### config.mk
export PLATFORM = sky130hd
export DESIGN_NAME = sleep_mode_control_register
export DESIGN_NICKNAME = d
export VERILOG_FILES = /design/src/core/sleep_ctl_pkg.sv /design/src/core/sync_two_ff.sv /design/src/core/sleep_mode_control_register.sv
export SDC_FILE = /design/constraint.sdc
export NUM_CORES = 1
export LEC_CHECK = 0
export BUFFER_PORTS_ARGS = -buffer_cell sky130_fd_sc_hd__buf_2
export CORE_ASPECT_RATIO = 0.6
export CORE_MARGIN = 2
export CORE_UTILIZATION = 23
export DETAILED_ROUTE_END_ITERATION = 7
export GPL_TIMING_DRIVEN = 0
export SETUP_SLACK_MARGIN = 0.15
export SLEW_MARGIN = 30
export SYNTH_ARGS = -nofsm -noshare
export SYNTH_HDL_FRONTEND = slang
export SYNTH_SLANG_ARGS = --single-unit
export TNS_END_PERCENT = 20
### constraint.sdc
create_clock -name clock -period 1.05 [get_ports clock]
set_input_delay 0.105 -clock clock [delete_from_list [all_inputs] [get_ports clock]]
set_output_delay 0.105 -clock clock [all_outputs]
set_load 0.1 [all_outputs]
### src/core/sleep_ctl_pkg.sv
/*
 * Constants for the sleep mode control register: address, bit positions,
 * reset values, encodings and the crystal settle time.
 * Assumes a single 20 MHz system clock.
 */
package sleep_ctl_pkg;
    localparam logic [7:0] SLEEP_MODE_CONTROL_ADDR = 8'hBE;
    localparam int CAL_DIS_BIT = 7;
    localparam int XTAL_STB_BIT = 6;
    localparam int RC_STB_BIT = 5;
    localparam int CAUSE_HI_BIT = 4;
    localparam int CAUSE_LO_BIT = 3;
    localparam int PD_BIT = 2;
    localparam int MODE_HI_BIT = 1;
    localparam int MODE_LO_BIT = 0;
    localparam logic CAL_DIS_RESET = 1'b0;
    localparam logic PD_RESET = 1'b1;
    localparam logic [1:0] MODE_RESET = 2'h0;
    localparam logic [1:0] CAUSE_POWER_ON = 2'h0;
    localparam logic [1:0] CAUSE_PIN = 2'h1;
    localparam logic [1:0] CAUSE_WATCHDOG = 2'h2;
    localparam logic [1:0] POWER_LEVEL_ACTIVE = 2'h0;
    localparam logic [1:0] POWER_LEVEL_LIGHT = 2'h1;
    localparam logic [1:0] POWER_LEVEL_DEEP = 2'h2;
    localparam logic [1:0] POWER_LEVEL_OFF = 2'h3;
    localparam logic SRC_RC_OSC_A = 1'b1;
    localparam int CLOCK_HZ = 20000000;
    localparam int XTAL_SETTLE_US = 64;
    localparam int XTAL_SETTLE_CYCLES = (XTAL_SETTLE_US * (CLOCK_HZ / 1000000));
    typedef enum logic [1:0] {LEVEL_RUN, LEVEL_SLEEP} level_state_t;
endpackage

### src/core/sync_two_ff.sv
/*
 * Two flip-flop level synchroniser.
 * Assumes the input is a slowly changing level from another domain.
 */
`timescale 1ns/1ps
module sync_two_ff (
    input wire logic clock,
    input wire logic sys_rst,
    input wire logic asyncIn,
    output logic syncOut
);
    logic stage1_r;
    logic stage2_r;
    always_ff @(posedge clock or posedge sys_rst) begin
        if (sys_rst) begin
            stage1_r <= 1'b0;
            stage2_r <= 1'b0;
        end else begin
            stage1_r <= asyncIn;
            stage2_r <= stage1_r;
        end
    end
    assign syncOut = stage2_r;
endmodule

### src/core/sleep_mode_control_register.sv
/*
 * Sleep mode control register of the power management unit, on the SFR bus.
 * Assumes clock source select, calibration busy and the wake/reset event
 * inputs come from neighbouring logic on the same clock; the oscillator
 * stable levels come from analog and are synchronised here.
 */
`timescale 1ns/1ps
module sleep_mode_control_register
    import sleep_ctl_pkg::*;
(
    input wire logic clock,
    input wire logic sys_rst,
    input wire logic [7:0] sfrAddr,
    input wire logic sfrWrite,
    input wire logic [7:0] sfrWdata,
    output logic [7:0] sfrRdata,
    input wire logic sysClkSourceSelect,
    input wire logic sleepCommitBit,
    input wire logic hfCrystalStableRaw,
    input wire logic hfRcStableRaw,
    input wire logic oscCalBusy,
    input wire logic wakeEvent,
    input wire logic resetEvent,
    input wire logic [1:0] resetCause,
    output logic rc32kCalDisableEff,
    output logic crystalPowerDown,
    output logic rcOscPowerDown,
    output logic [1:0] powerLevel,
    output logic sleepActive
);
    logic xtalStable;
    logic rcStable;
    logic calDis_r, calDis_nxt;
    logic pd_r, pd_nxt;
    logic pdPend_r, pdPend_nxt;
    logic pdPendVal_r, pdPendVal_nxt;
    logic [1:0] mode_r, mode_nxt;
    logic [1:0] cause_r, cause_nxt;
    logic [1:0] level_r, level_nxt;
    level_state_t state_r, state_nxt;
    logic hit;
    logic wakeNow;
    logic deepWake;
    logic calDisEff_r, calDisEff_nxt;
    logic xtalPd_r, xtalPd_nxt;
    logic rcPd_r, rcPd_nxt;

    sync_two_ff u_sync_xtal (
        .clock(clock),
        .sys_rst(sys_rst),
        .asyncIn(hfCrystalStableRaw),
        .syncOut(xtalStable)
    );
    sync_two_ff u_sync_rc (
        .clock(clock),
        .sys_rst(sys_rst),
        .asyncIn(hfRcStableRaw),
        .syncOut(rcStable)
    );

    assign hit = sfrWrite && (sfrAddr == SLEEP_MODE_CONTROL_ADDR);
    // a power-on reset cause wakes as well; the other causes arrive with sys_rst
    assign wakeNow = (state_r == LEVEL_SLEEP)
        && (wakeEvent || (resetEvent && resetCause == CAUSE_POWER_ON));
    assign deepWake = wakeNow && (level_r == POWER_LEVEL_DEEP || level_r == POWER_LEVEL_OFF);

    always_comb begin
        calDis_nxt = calDis_r;
        if (deepWake) begin
            // the bit is not kept in the two deepest levels
            calDis_nxt = CAL_DIS_RESET;
        end else if (hit) begin
            calDis_nxt = sfrWdata[CAL_DIS_BIT];
        end
    end

    always_ff @(posedge clock or posedge sys_rst) begin
        if (sys_rst) begin
            calDis_r <= CAL_DIS_RESET;
        end else begin
            calDis_r <= calDis_nxt;
        end
    end

    // a power-down write during calibration is parked, not lost
    always_comb begin
        pd_nxt = pd_r;
        pdPend_nxt = pdPend_r;
        pdPendVal_nxt = pdPendVal_r;
        if (hit) begin
            if (oscCalBusy) begin
                // a second write during the same calibration replaces the parked value
                pdPend_nxt = 1'b1;
                pdPendVal_nxt = sfrWdata[PD_BIT];
            end else begin
                pd_nxt = sfrWdata[PD_BIT];
                pdPend_nxt = 1'b0;
            end
        end else if (pdPend_r && !oscCalBusy) begin
            pd_nxt = pdPendVal_r;
            pdPend_nxt = 1'b0;
        end
    end

    always_ff @(posedge clock or posedge sys_rst) begin
        if (sys_rst) begin
            pd_r <= PD_RESET;
            pdPend_r <= 1'b0;
            pdPendVal_r <= PD_RESET;
        end else begin
            pd_r <= pd_nxt;
            pdPend_r <= pdPend_nxt;
            pdPendVal_r <= pdPendVal_nxt;
        end
    end

    always_comb begin
        cause_nxt = cause_r;
        // status bits are never taken from a write
        if (resetEvent) begin
            // a later reset simply overwrites
            cause_nxt = resetCause;
        end
    end

    // reset cause has no defined reset value; it holds across sys_rst on purpose
    always_ff @(posedge clock) begin
        cause_r <= cause_nxt;
    end

    always_comb begin
        mode_nxt = mode_r;
        level_nxt = level_r;
        state_nxt = state_r;
        if (hit) begin
            mode_nxt = sfrWdata[MODE_HI_BIT:MODE_LO_BIT];
        end
        case (state_r)
            LEVEL_RUN: begin
                // commit with the active level only idles the CPU, which is handled elsewhere
                if (sleepCommitBit && mode_r != POWER_LEVEL_ACTIVE) begin
                    level_nxt = mode_r;
                    state_nxt = LEVEL_SLEEP;
                end
            end
            LEVEL_SLEEP: begin
                if (wakeNow) begin
                    level_nxt = POWER_LEVEL_ACTIVE;
                    mode_nxt = MODE_RESET;
                    state_nxt = LEVEL_RUN;
                end
            end
            default: begin
                state_nxt = LEVEL_RUN;
            end
        endcase
    end

    always_ff @(posedge clock or posedge sys_rst) begin
        if (sys_rst) begin
            mode_r <= MODE_RESET;
            level_r <= POWER_LEVEL_ACTIVE;
            state_r <= LEVEL_RUN;
        end else begin
            mode_r <= mode_nxt;
            level_r <= level_nxt;
            state_r <= state_nxt;
        end
    end

    // oscillator controls are registered from the next register values, so they
    // move with the register bits; a change of clock source shows one cycle later
    always_comb begin
        calDisEff_nxt = 1'b0;
        xtalPd_nxt = 1'b0;
        rcPd_nxt = 1'b0;
        // calibration keeps running until the RC oscillator drives the system clock
        if (sysClkSourceSelect == SRC_RC_OSC_A) begin
            calDisEff_nxt = calDis_nxt;
            xtalPd_nxt = pd_nxt;
        end else begin
            rcPd_nxt = pd_nxt;
        end
    end

    // both oscillators stay up under reset: the source select is not trusted yet
    always_ff @(posedge clock or posedge sys_rst) begin
        if (sys_rst) begin
            calDisEff_r <= 1'b0;
            xtalPd_r <= 1'b0;
            rcPd_r <= 1'b0;
        end else begin
            calDisEff_r <= calDisEff_nxt;
            xtalPd_r <= xtalPd_nxt;
            rcPd_r <= rcPd_nxt;
        end
    end

    always_comb begin
        sfrRdata = 8'h00;
        if (sfrAddr == SLEEP_MODE_CONTROL_ADDR) begin
            sfrRdata[CAL_DIS_BIT] = calDis_r;
            sfrRdata[XTAL_STB_BIT] = xtalStable;
            sfrRdata[RC_STB_BIT] = rcStable;
            sfrRdata[CAUSE_HI_BIT:CAUSE_LO_BIT] = cause_r;
            sfrRdata[PD_BIT] = pd_r;
            sfrRdata[MODE_HI_BIT:MODE_LO_BIT] = mode_r;
        end
    end

    assign rc32kCalDisableEff = calDisEff_r;
    assign crystalPowerDown = xtalPd_r;
    assign rcOscPowerDown = rcPd_r;
    assign powerLevel = level_r;
    assign sleepActive = (state_r == LEVEL_SLEEP);
endmodule

==> flow_metrics.py, run 1 <==
metrics = {
    "run_status": {
        "outcome": "finished with violations",
        "violations": "negative hold slack, negative setup slack",
    },
    "setup_path": {
        "path_class": "flop to primary output",
        "cp-startpoint": "pd_r",
        "cp-start-kind": "flop",
        "r2r_start": "pd_r",
        "reg2reg_to": "crystalPowerDown",
        "crit_path_top_delay_cell": "dfstp_2",
        "critical_path.max_stage_delay_ps": 550,
        "crit_chain": "and3_4 > buf_12",
        "r2r_cells": 3,
        "arrival_ps": 1170,
        "regToRegSetupSlack_ps": -130,
        "critPathCaptureType": "primary output",
        "crit_end": "sfrRdata[2]",
        "required_ps": 940,
        "crit_fanout": 3,
    },
    "synthesis": {
        "ys_ff_latch": 18,
        "yosys.area_share.adder_pct": 0,
        "seq_area_frac_synth_pct": 56.1,
        "synth_top_cell_by_area": "dfrtp_1",
        "syn_area_per_cell_um2": 11.5,
        "netlist.area_leader.share_pct": 42.5,
        "synth_xor_area_share_pct": 0,
        "yosys.area_share.simple_pct": 26.6,
        "synth_nets": 100,
        "yosysWarnings": 0,
        "syn_inst": 72,
        "synthMuxAreaShare_pct": 1.37,
        "synth_top_family_by_area": "simple AND/OR/NAND/NOR gates",
        "synth_cell_types": 29,
        "synth_area_um2": 825,
        "synth_compound_area_share_pct": 13.2,
        "yosys-top-cells-area": "dfrtp_1, edfxtp_1, dfstp_2, and3_1, nand4_1",
    },
    "cells_and_area": {
        "instances_no_fill": 168,
        "final_layout_size_suffix_gt1_share_pct": 61.0,
        "postLayoutCoreUtil_pct": 46.4,
        "area_delta_synth_final_pct": 88.0,
        "most-common-layout-cells": "buf_2, buf_12, dfrtp_1, and3_4, buf_4",
        "n_antenna_cell": 0,
        "final_common_cell": "buf_2",
        "num-nets-final": 152,
    },
    "cts": {
        "cts_buffers": 3,
        "htree_levels": 1,
        "clk_pin_slew_worst_paths_ps": 70,
        "cts_tree": "done",
        "hold_buffers": 2,
        "clkSinkCount": 18,
        "cts_buffer_depth": 2,
        "ctsRootBufferMaster": "clkbuf_8",
        "clk-insertion-delay-late_ps": 250,
    },
    "global_route": {
        "grt_pass1_wl_um": 3570,
        "overflow": 0,
        "grt_use_total_pct": 11.7,
        "first_global_vias": 760,
        "grt_max_degree": 17,
        "antenna_found_initial": 0,
    },
    "sta": {
        "skew_ps": 0.753,
        "rsz0062_at_grt": "yes",
        "fin_crit_sh_pct": 121,
        "slew_headroom_pct": 60.2,
        "min_period_ps": 1270,
        "worst_slew_pin_slew_ps": 597,
        "whs_ps": -95.4,
        "drv_slew": 0,
        "max_freq_mhz": 787,
        "setup_viol": 13,
        "finalHoldViolations": 14,
        "worst_slack_ps": -220,
    },
    "detailed_routing": {
        "wl_um": 2310,
        "drtIter0Drc": 22,
        "ant_nets": 0,
        "wl_per_cell_um": 13.7,
        "drc": 0,
        "vias": 789,
        "drt-pass1-iter-count": 4,
        "via_per_inst": 4.70,
    },
    "power": {
        "p_comb_share_pct": 33.6,
        "power.switching_mw": 0.760,
        "ir_drop_uv": 1130,
        "internal_power_mw": 1.40,
        "seqPwrFrac_pct": 39.9,
        "leakage_nw": 0.668,
        "power_per_cell_area_nw_per_um2": 1390,
        "p_sw_share_pct": 35.1,
        "clockPowerShare_pct": 26.5,
    },
    "placement": {
        "routabilityCongestion": 0.709,
        "dp_cells": 154,
        "hpwl_um": 1680,
        "port_buffers": 37,
    },
    "floorplanning": {
        "coreArea_um2": 3340,
        "start_util_pct": 24.7,
        "rows": 16,
        "ios": 42,
        "die_h_um": 50.4,
        "die-area_um2": 4100,
        "die_w_um": 81.3,
    },
    "job": {
        "maxCapViolations": 0,
    },
    "worst_hold_path": {
        "hold_class": "input pin to async pin",
    },
}
-- what timing repair did --
action | CTS | global route
gates cloned | 1 | 0
setup buffers | 3 | 4
resized for setup | 62 | 8
endpoints found under the hold margin | 16 | 14
pin swaps | 8 | 4
endpoints found under the setup margin | 21 | 24
-- sequential cells by signal, summed over array words and instances (netlist names) --
signal / cells
cause_r: 2
pdPend_r: 1
calDis_r: 1
mode_r: 2
pd_r: 1
pdPendVal_r: 1
rcOscPowerDown: 1
u_sync_xtal.syncOut: 1
state_r: 1
crystalPowerDown: 1
u_sync_rc.stage1_r: 1
u_sync_xtal.stage1_r: 1
rc32kCalDisableEff: 1
u_sync_rc.syncOut: 1
powerLevel: 2
-- kinds of logic (layout without fill, tap and decap cells) --
logic type / count (synthesis) / after routing
DFF: 18 / 18
and+or+nand+nor: 32 / 32
muxes: 1 / 1
buffers and inverters: 6 / 57
AOI/OAI and AO/OA: 15 / 15
-- worst max-delay path: cells and delay by family (launching register included) --
family                 cells  cell delay, ps
flip-flops                 1             550
AND/OR/NAND/NOR            1             190
buffers and inverters      1             170
-- power groups by stage --
stage               logic (mW)  clock network (mW)  registers [mW]
floorplan                0.119                   0            1.15
detailed placement       0.552                   0           0.853
global placement         0.546                   0           0.845
CTS                      0.706               0.586           0.866
global route             0.763               0.616           0.876
finish                   0.727               0.573           0.863
-- layout make-up --
| class | instances | area (um2) |
|---|---|---|
| buffer | 2 | 28.8 |
| inverter | 4 | 15.0 |
| clock buffer | 4 | 55.1 |
| tap | 45 | 56.3 |
| fill | 315 | 1790 |
| timing repair buffer | 47 | 494 |
| multi-input combinational | 48 | 432 |
| sequential | 18 | 469 |
-- worst min path at each step --
stage             from                   end  slack [ps]  depth (start not counted)
3_3_place_gp   sys_rst        rcOscPowerDown         190                          2
4_1_cts        sys_rst  u_sync_xtal.stage1_r         -70                          2
5_1_grt        sys_rst  u_sync_xtal.stage1_r         -20                          2
2_1_floorplan  sys_rst              calDis_r          20                          1
6_report       sys_rst             mode_r[0]        -100                          2
3_5_place_dp   sys_rst              pdPend_r         210                          2
-- metal layers --
| layer | vias to the layer above | global-route usage, % | share of wire (%) |
|---|---|---|---|
| met5 | - | 0 | 0 |
| met4 | 0 | 2.54 | 0.39 |
| met3 | 2 | 4.68 | 6.5 |
| met2 | 28 | 18.9 | 51 |
| met1 | 379 | 14.9 | 42 |
| li1 | 380 | - | - |
-- synth_stat cells --
cell	n
dfrtp_1	14
and3_1	8
nand4_1	5
inv_1	4
a21oi_1	3
nand2_1	3
o31ai_1	3
a22oi_1	2
and4_1	2
clkbuf_1	2
dfstp_2	2
edfxtp_1	2
nand3_1	2
nor2_1	2
nor2b_1	2
nor3_1	2
nor4_1	2
a21boi_1	1
a221oi_1	1
a22o_1	1
a31o_2	1
and4bb_2	1
mux2_2	1
nand4bb_4	1
nor3b_1	1
o21a_1	1
o21ai_0	1
o32a_1	1
or3b_1	1
-- metrics by stage --
| stage | total power, mW | cell area (um2) | setup TNS [ps] | setup WS (ps) | hold WS, ps |
|---|---|---|---|---|---|
| 2_1_floorplan | 1.27 | 903 | -393 | -127 | 17.2 |
| 3_3_place_gp | 1.39 | 1140 | -4020 | -387 | 195 |
| 3_5_place_dp | 1.40 | 1140 | -4260 | -390 | 211 |
| 4_1_cts | 2.16 | 1490 | -1280 | -224 | -67.9 |
| 5_1_grt | 2.25 | 1550 | -1610 | -254 | -22.5 |
| 6_report | 2.16 | 1550 | -1090 | -220 | -95.4 |
Power figures use the tool's default switching activity.
==> inputs of run 2 (changes only) <==
Settings changed: ABC_AREA set to 1.
==> flow_metrics.py, run 2 <==
metrics = {
    "run_status": {
        "outcome": "finished with violations",
        "violations": "negative hold slack, negative setup slack",
    },
    "detailed_routing": {
        "vias": 801,
        "ant_nets": 0,
        "wl_per_cell_um": 10.3,
        "drc": 0,
        "drt-pass1-iter-count": 4,
        "wl_um": 2030,
        "via_per_inst": 4.07,
        "drtIter0Drc": 52,
    },
    "synthesis": {
        "synth_nets": 132,
        "synth_cell_types": 18,
        "synthFlopType": "dfrtp_1",
        "synth_area_um2": 861,
        "synth-edff-count": 2,
        "syn_area_per_cell_um2": 8.28,
        "yosys-top-cells-area": "dfrtp_1, nand2_1, inv_1, nor2_1, edfxtp_1",
        "ys_ff_latch": 18,
        "synth_common_cells": "nand2_1, inv_1, nor2_1",
        "syn_inst": 104,
        "async_reset_ff_share_pct": 88.9,
        "synth_most_common_cell": "nand2_1",
        "netlist.area_leader.share_pct": 40.7,
        "synth_top_cell_by_area": "dfrtp_1",
        "yosysWarnings": 0,
        "seq_area_frac_synth_pct": 53.8,
    },
    "cts": {
        "cts_buffer_depth": 2,
        "cts_buffers": 3,
        "cts_tree": "done",
        "htree_levels": 1,
        "clkSinkCount": 18,
        "clk-insertion-delay-late_ps": 250,
        "ctsRootBufferMaster": "clkbuf_8",
        "clk_pin_slew_worst_paths_ps": 60,
        "hold_buffers": 2,
    },
    "global_route": {
        "antenna_found_initial": 0,
        "overflow": 0,
        "first_global_vias": 787,
        "grt_use_total_pct": 10.7,
        "grt_pass1_wl_um": 3560,
        "grt_max_degree": 17,
    },
    "sta": {
        "fin_crit_sh_pct": 116,
        "max_freq_mhz": 821,
        "setup_viol": 6,
        "worst_slew_pin_slew_ps": 597,
        "skew_ps": 1.91,
        "rsz0062_at_grt": "yes",
        "slew_headroom_pct": 60.2,
        "drv_slew": 0,
        "whs_ps": -85.1,
        "min_period_ps": 1220,
        "finalHoldViolations": 14,
        "worst_slack_ps": -169,
    },
    "worst_hold_path": {
        "hold_class": "input pin to async pin",
    },
    "floorplanning": {
        "start_util_pct": 23.7,
        "rows": 17,
        "coreArea_um2": 3640,
        "ios": 42,
        "die-area_um2": 4260,
        "die_h_um": 51.4,
        "die_w_um": 83.0,
    },
    "placement": {
        "hpwl_um": 1590,
        "port_buffers": 37,
        "routabilityCongestion": 0.713,
    },
    "job": {
        "maxCapViolations": 0,
    },
    "setup_path": {
        "critPathCaptureType": "primary output",
        "crit_fanout": 2,
        "r2r_start": "pd_r",
        "cp-startpoint": "pd_r",
        "arrival_ps": 1110,
        "required_ps": 940,
        "path_class": "flop to primary output",
        "cp-start-kind": "flop",
    },
    "power": {
        "power_per_cell_area_nw_per_um2": 1580,
        "leakage_nw": 0.712,
        "ir_drop_uv": 869,
    },
    "cells_and_area": {
        "final_common_cell": "buf_2",
        "postLayoutCoreUtil_pct": 43.1,
        "num-nets-final": 179,
        "area_delta_synth_final_pct": 82.3,
        "n_antenna_cell": 0,
        "num-fill-cells": 329,
        "most-common-layout-cells": "buf_2, nand2_1, buf_12, inv_1, nor2_4",
        "final_layout_size_suffix_gt1_share_pct": 54.7,
    },
}
-- run 2: cell count changes in the layout (fill, tap and decap cells not counted), sizes merged, moves of 3 or more --
cell and delta:
nand2 +23, and3 -8, a21oi -3, inv +16, nand3 +6, buf -6
o21ai +4, nor2 +20, o31ai -3
-- run 2: power breakdown --
group	total (mW)	switching [mW]	internal [mW]
Combinational	1.07	0.683	0.387
Sequential	0.936	0.104	0.832
Clock	0.478	0.209	0.269
Total	2.48	0.996	1.49
-- run 2: final cells by class --
class	count	area [um2]	area share, %
Sequential cell	18	469	29.9
Timing Repair Buffer	42	450	28.7
Multi-Input combinational cell	66	455	29.0
Clock buffer	4	45.0	2.87
Tap cell	47	58.8	3.75
Inverter	20	90.1	5.74
-- run 2: timing repair --
action	4_1_cts	5_1_grt
pin swaps	3	6
setup buffers	3	0
setup endpoints to repair	19	24
hold endpoints to repair	16	14
resized for setup	61	7
-- run 2: worst paths after layout --
check	end	slack (ps)	cells past startpoint
setup reg to reg	crystalPowerDown	-40	5
hold / removal	rcOscPowerDown	-90	2
hold reg to reg	u_sync_xtal.syncOut	350	0
setup / recovery	sfrRdata[2]	-170	3
max in group asynchronous	state_r[0]	690	2
min in group clock	rcOscPowerDown	20	2
-- run 2: worst max-delay path, cell delays in order (launching register included) --
cell,delay [ps]
dfstp_2,540
inv_2,50
nor2_4,90
buf_12,180
-- run 2: through the flow --
stage	setup TNS [ps]	power (mW)	area, um2	std cells	setup WS [ps]
6_report	-273	2.48	1570	197	-169
2_1_floorplan	-247	1.56	992	104	-76.2
5_1_grt	-742	2.62	1570	197	-210
4_1_cts	-309	2.48	1550	197	-174
3_3_place_gp	-1800	1.72	1240	188	-245
3_5_place_dp	-1970	1.73	1240	188	-260
-- run 2: kinds of logic after synthesis --
| family | after synthesis | share of synthesized area, % |
|---|---|---|
| AO/OA/AOI/OAI | 6 | 3.78 |
| buffers and inverters | 20 | 8.72 |
| flip-flops | 18 | 53.8 |
| AND/OR/NAND/NOR | 60 | 33.7 |
-- run 2: per-layer routing --
metal / global-route usage [%] / up-vias / share of wire, %
met5: 0 / - / 0
met4: 1.64 / 0 / 0.89
met3: 4.52 / 2 / 5.7
met2: 19.0 / 18 / 51
met1: 12.5 / 368 / 43
li1: - / 413 / -
==> inputs of run 3 (changes only) <==
Settings changed: CELL_PAD_IN_SITES_DETAIL_PLACEMENT set to 0, CELL_PAD_IN_SITES_GLOBAL_PLACEMENT set to 1, PLACE_DENSITY_LB_ADDON set to 0.1.
Clock period 1.05 ns to 1.52 ns, I/O delays scaled along.
==> flow_metrics.py, run 3 (synthesis gave the netlist of run 2 again) <==
metrics = {
    "run_status": {
        "outcome": "completed",
    },
    "cells_and_area": {
        "postLayoutCoreUtil_pct": 34.4,
        "most-common-layout-cells": "buf_2, nand2_1, inv_1, dfrtp_1, nor2_1",
        "final_layout_size_suffix_gt1_share_pct": 41.2,
        "n_antenna_cell": 0,
        "final_area_um2": 1250,
        "final_common_cell": "buf_2",
        "area_delta_synth_final_pct": 45.2,
        "num-nets-final": 177,
    },
    "cts": {
        "ctsRootBufferMaster": "clkbuf_8",
        "htree_levels": 1,
        "clkSinkCount": 18,
        "cts_setup_buffers": 0,
        "clk_pin_slew_worst_paths_ps": 60,
        "clk-insertion-delay-late_ps": 250,
        "cts_tree": "done",
        "cts_buffers": 3,
        "cts_buffer_depth": 2,
    },
    "detailed_routing": {
        "via_per_inst": 3.86,
        "wl_per_cell_um": 10.2,
        "drt-pass1-iter-count": 3,
        "wl_um": 1980,
        "drc": 0,
        "drtIter0Drc": 10,
        "ant_nets": 0,
        "vias": 753,
    },
    "global_route": {
        "grt_pass1_wl_um": 3460,
        "grt_use_total_pct": 10.7,
        "first_global_vias": 739,
        "overflow": 0,
        "grt_max_degree": 17,
        "antenna_found_initial": 0,
    },
    "setup_path": {
        "reg2reg_to": "crystalPowerDown",
        "arrival_ps": 1180,
        "r2r_start": "pd_r",
        "required_ps": 1370,
        "r2r_cells": 5,
        "crit_fanout": 2,
        "critPathCaptureType": "primary output",
        "cp-start-kind": "flop",
        "path_class": "flop to primary output",
        "regToRegSetupSlack_ps": 440,
    },
    "floorplanning": {
        "die-area_um2": 4260,
        "rows": 17,
        "die_h_um": 51.4,
        "ios": 42,
        "start_util_pct": 23.7,
        "coreArea_um2": 3640,
        "die_w_um": 83.0,
    },
    "sta": {
        "min_period_ps": 1330,
        "rsz0062_at_grt": "yes",
        "fin_crit_sh_pct": 87.6,
        "drv_slew": 0,
        "finalHoldViolations": 0,
        "setup_viol": 0,
        "skew_ps": 4.37,
        "slew_headroom_pct": 58.6,
        "worst_slew_pin_slew_ps": 620,
        "max_freq_mhz": 751,
        "worst_slack_ps": 188,
        "final.setup.tns_ps": 0,
    },
    "placement": {
        "routabilityCongestion": 0.696,
        "hpwl_um": 1610,
        "place_ws_ps": -29.6,
        "dpl-instance-area_um2": 1120,
        "port_buffers": 37,
    },
    "power": {
        "power.switching_mw": 0.625,
        "internal_power_mw": 0.852,
        "leakage_nw": 0.656,
        "clockPowerShare_pct": 22.6,
        "seqPwrFrac_pct": 40.9,
        "p_comb_share_pct": 36.5,
        "power_per_cell_area_nw_per_um2": 1180,
        "total_power_mw": 1.48,
        "p_sw_share_pct": 42.3,
        "ir_drop_uv": 519,
    },
    "worst_hold_path": {
        "min_from": "sysClkSourceSelect",
        "hold_class": "input pin to flop",
        "min_to": "rcOscPowerDown",
        "hold_depth": 2,
    },
    "job": {
        "maxCapViolations": 0,
    },
}
[run 3: cell count changes in the layout (fill, tap and decap cells not counted), moves of 2 or more]
cell / before / now
nor2_1: 7 / 11
buf_6: 2 / 4
inv_1: 13 / 19
nor2_2: 2 / 9
nand2_4: 2 / 0
nor2_4: 13 / 2
dfrtp_1: 11 / 14
buf_12: 14 / 1
nand2_1: 17 / 21
dfrtp_2: 2 / 0
inv_2: 5 / 1
buf_2: 21 / 29
[run 3: through the flow]
step,hold WS [ps],instances
2_1_floorplan,64.3,104
3_3_place_gp,264,188
3_5_place_dp,266,188
4_1_cts,5.51,194
5_1_grt,41.6,195
6_report,62.6,195
[run 3: how the worst max path moves through the flow]
stage / from / to / slack, ps / cells after the start
after floorplan: sfrAddr[0] / sfrRdata[0] / -30 / 5
after global placement: sfrAddr[6] / sfrRdata[7] / -30 / 7
after detailed placement: sfrAddr[6] / sfrRdata[2] / -30 / 7
after CTS: pd_r / sfrRdata[2] / 170 / 3
after global routing: sfrAddr[0] / sfrRdata[1] / 120 / 7
final: pd_r / sfrRdata[2] / 190 / 3
[run 3: what timing repair did]
item / CTS / global route
resized for setup: 10 / 6
endpoints found under the setup margin: 8 / 8
cloned: 0 / 0
endpoints found under the hold margin: 15 / 1
hold buffers: 2 / 1
[run 3: per-layer routing]
| layer | wire [um] | GRT usage (%) | part of all wire, % | vias to the layer above |
|---|---|---|---|---|
| met5 | 0 | 0 | 0 | - |
| met4 | 8 | 2.46 | 0.40 | 0 |
| met3 | 99 | 4.85 | 5.0 | 2 |
| met2 | 814 | 15.2 | 41 | 14 |
| met1 | 1060 | 14.7 | 53 | 331 |
| li1 | - | - | - | 406 |
[run 3: critical path, stage by stage (launching register included)]
cell and delay (ps):
dfstp_2 530, inv_1 50, nor2_2 160, buf_12 190
[run 3: power by group through the flow]
stage	combinational (mW)	clock, mW	sequential, mW
floorplan	0.147	0	0.885
global placement	0.537	0	0.611
detailed placement	0.539	0	0.614
CTS	0.543	0.352	0.604
global route	0.585	0.387	0.618
finish	0.540	0.334	0.604
[run 3: area by class of cell]
cell class / count / area (um2)
clock buffers: 3 / 41.3
multi-input cells: 66 / 345
inverters: 20 / 75.1
fillers: 399 / 2390
repair buffers: 40 / 263
well taps: 47 / 58.8
flip-flops and latches: 18 / 463
clock inverters: 1 / 3.75
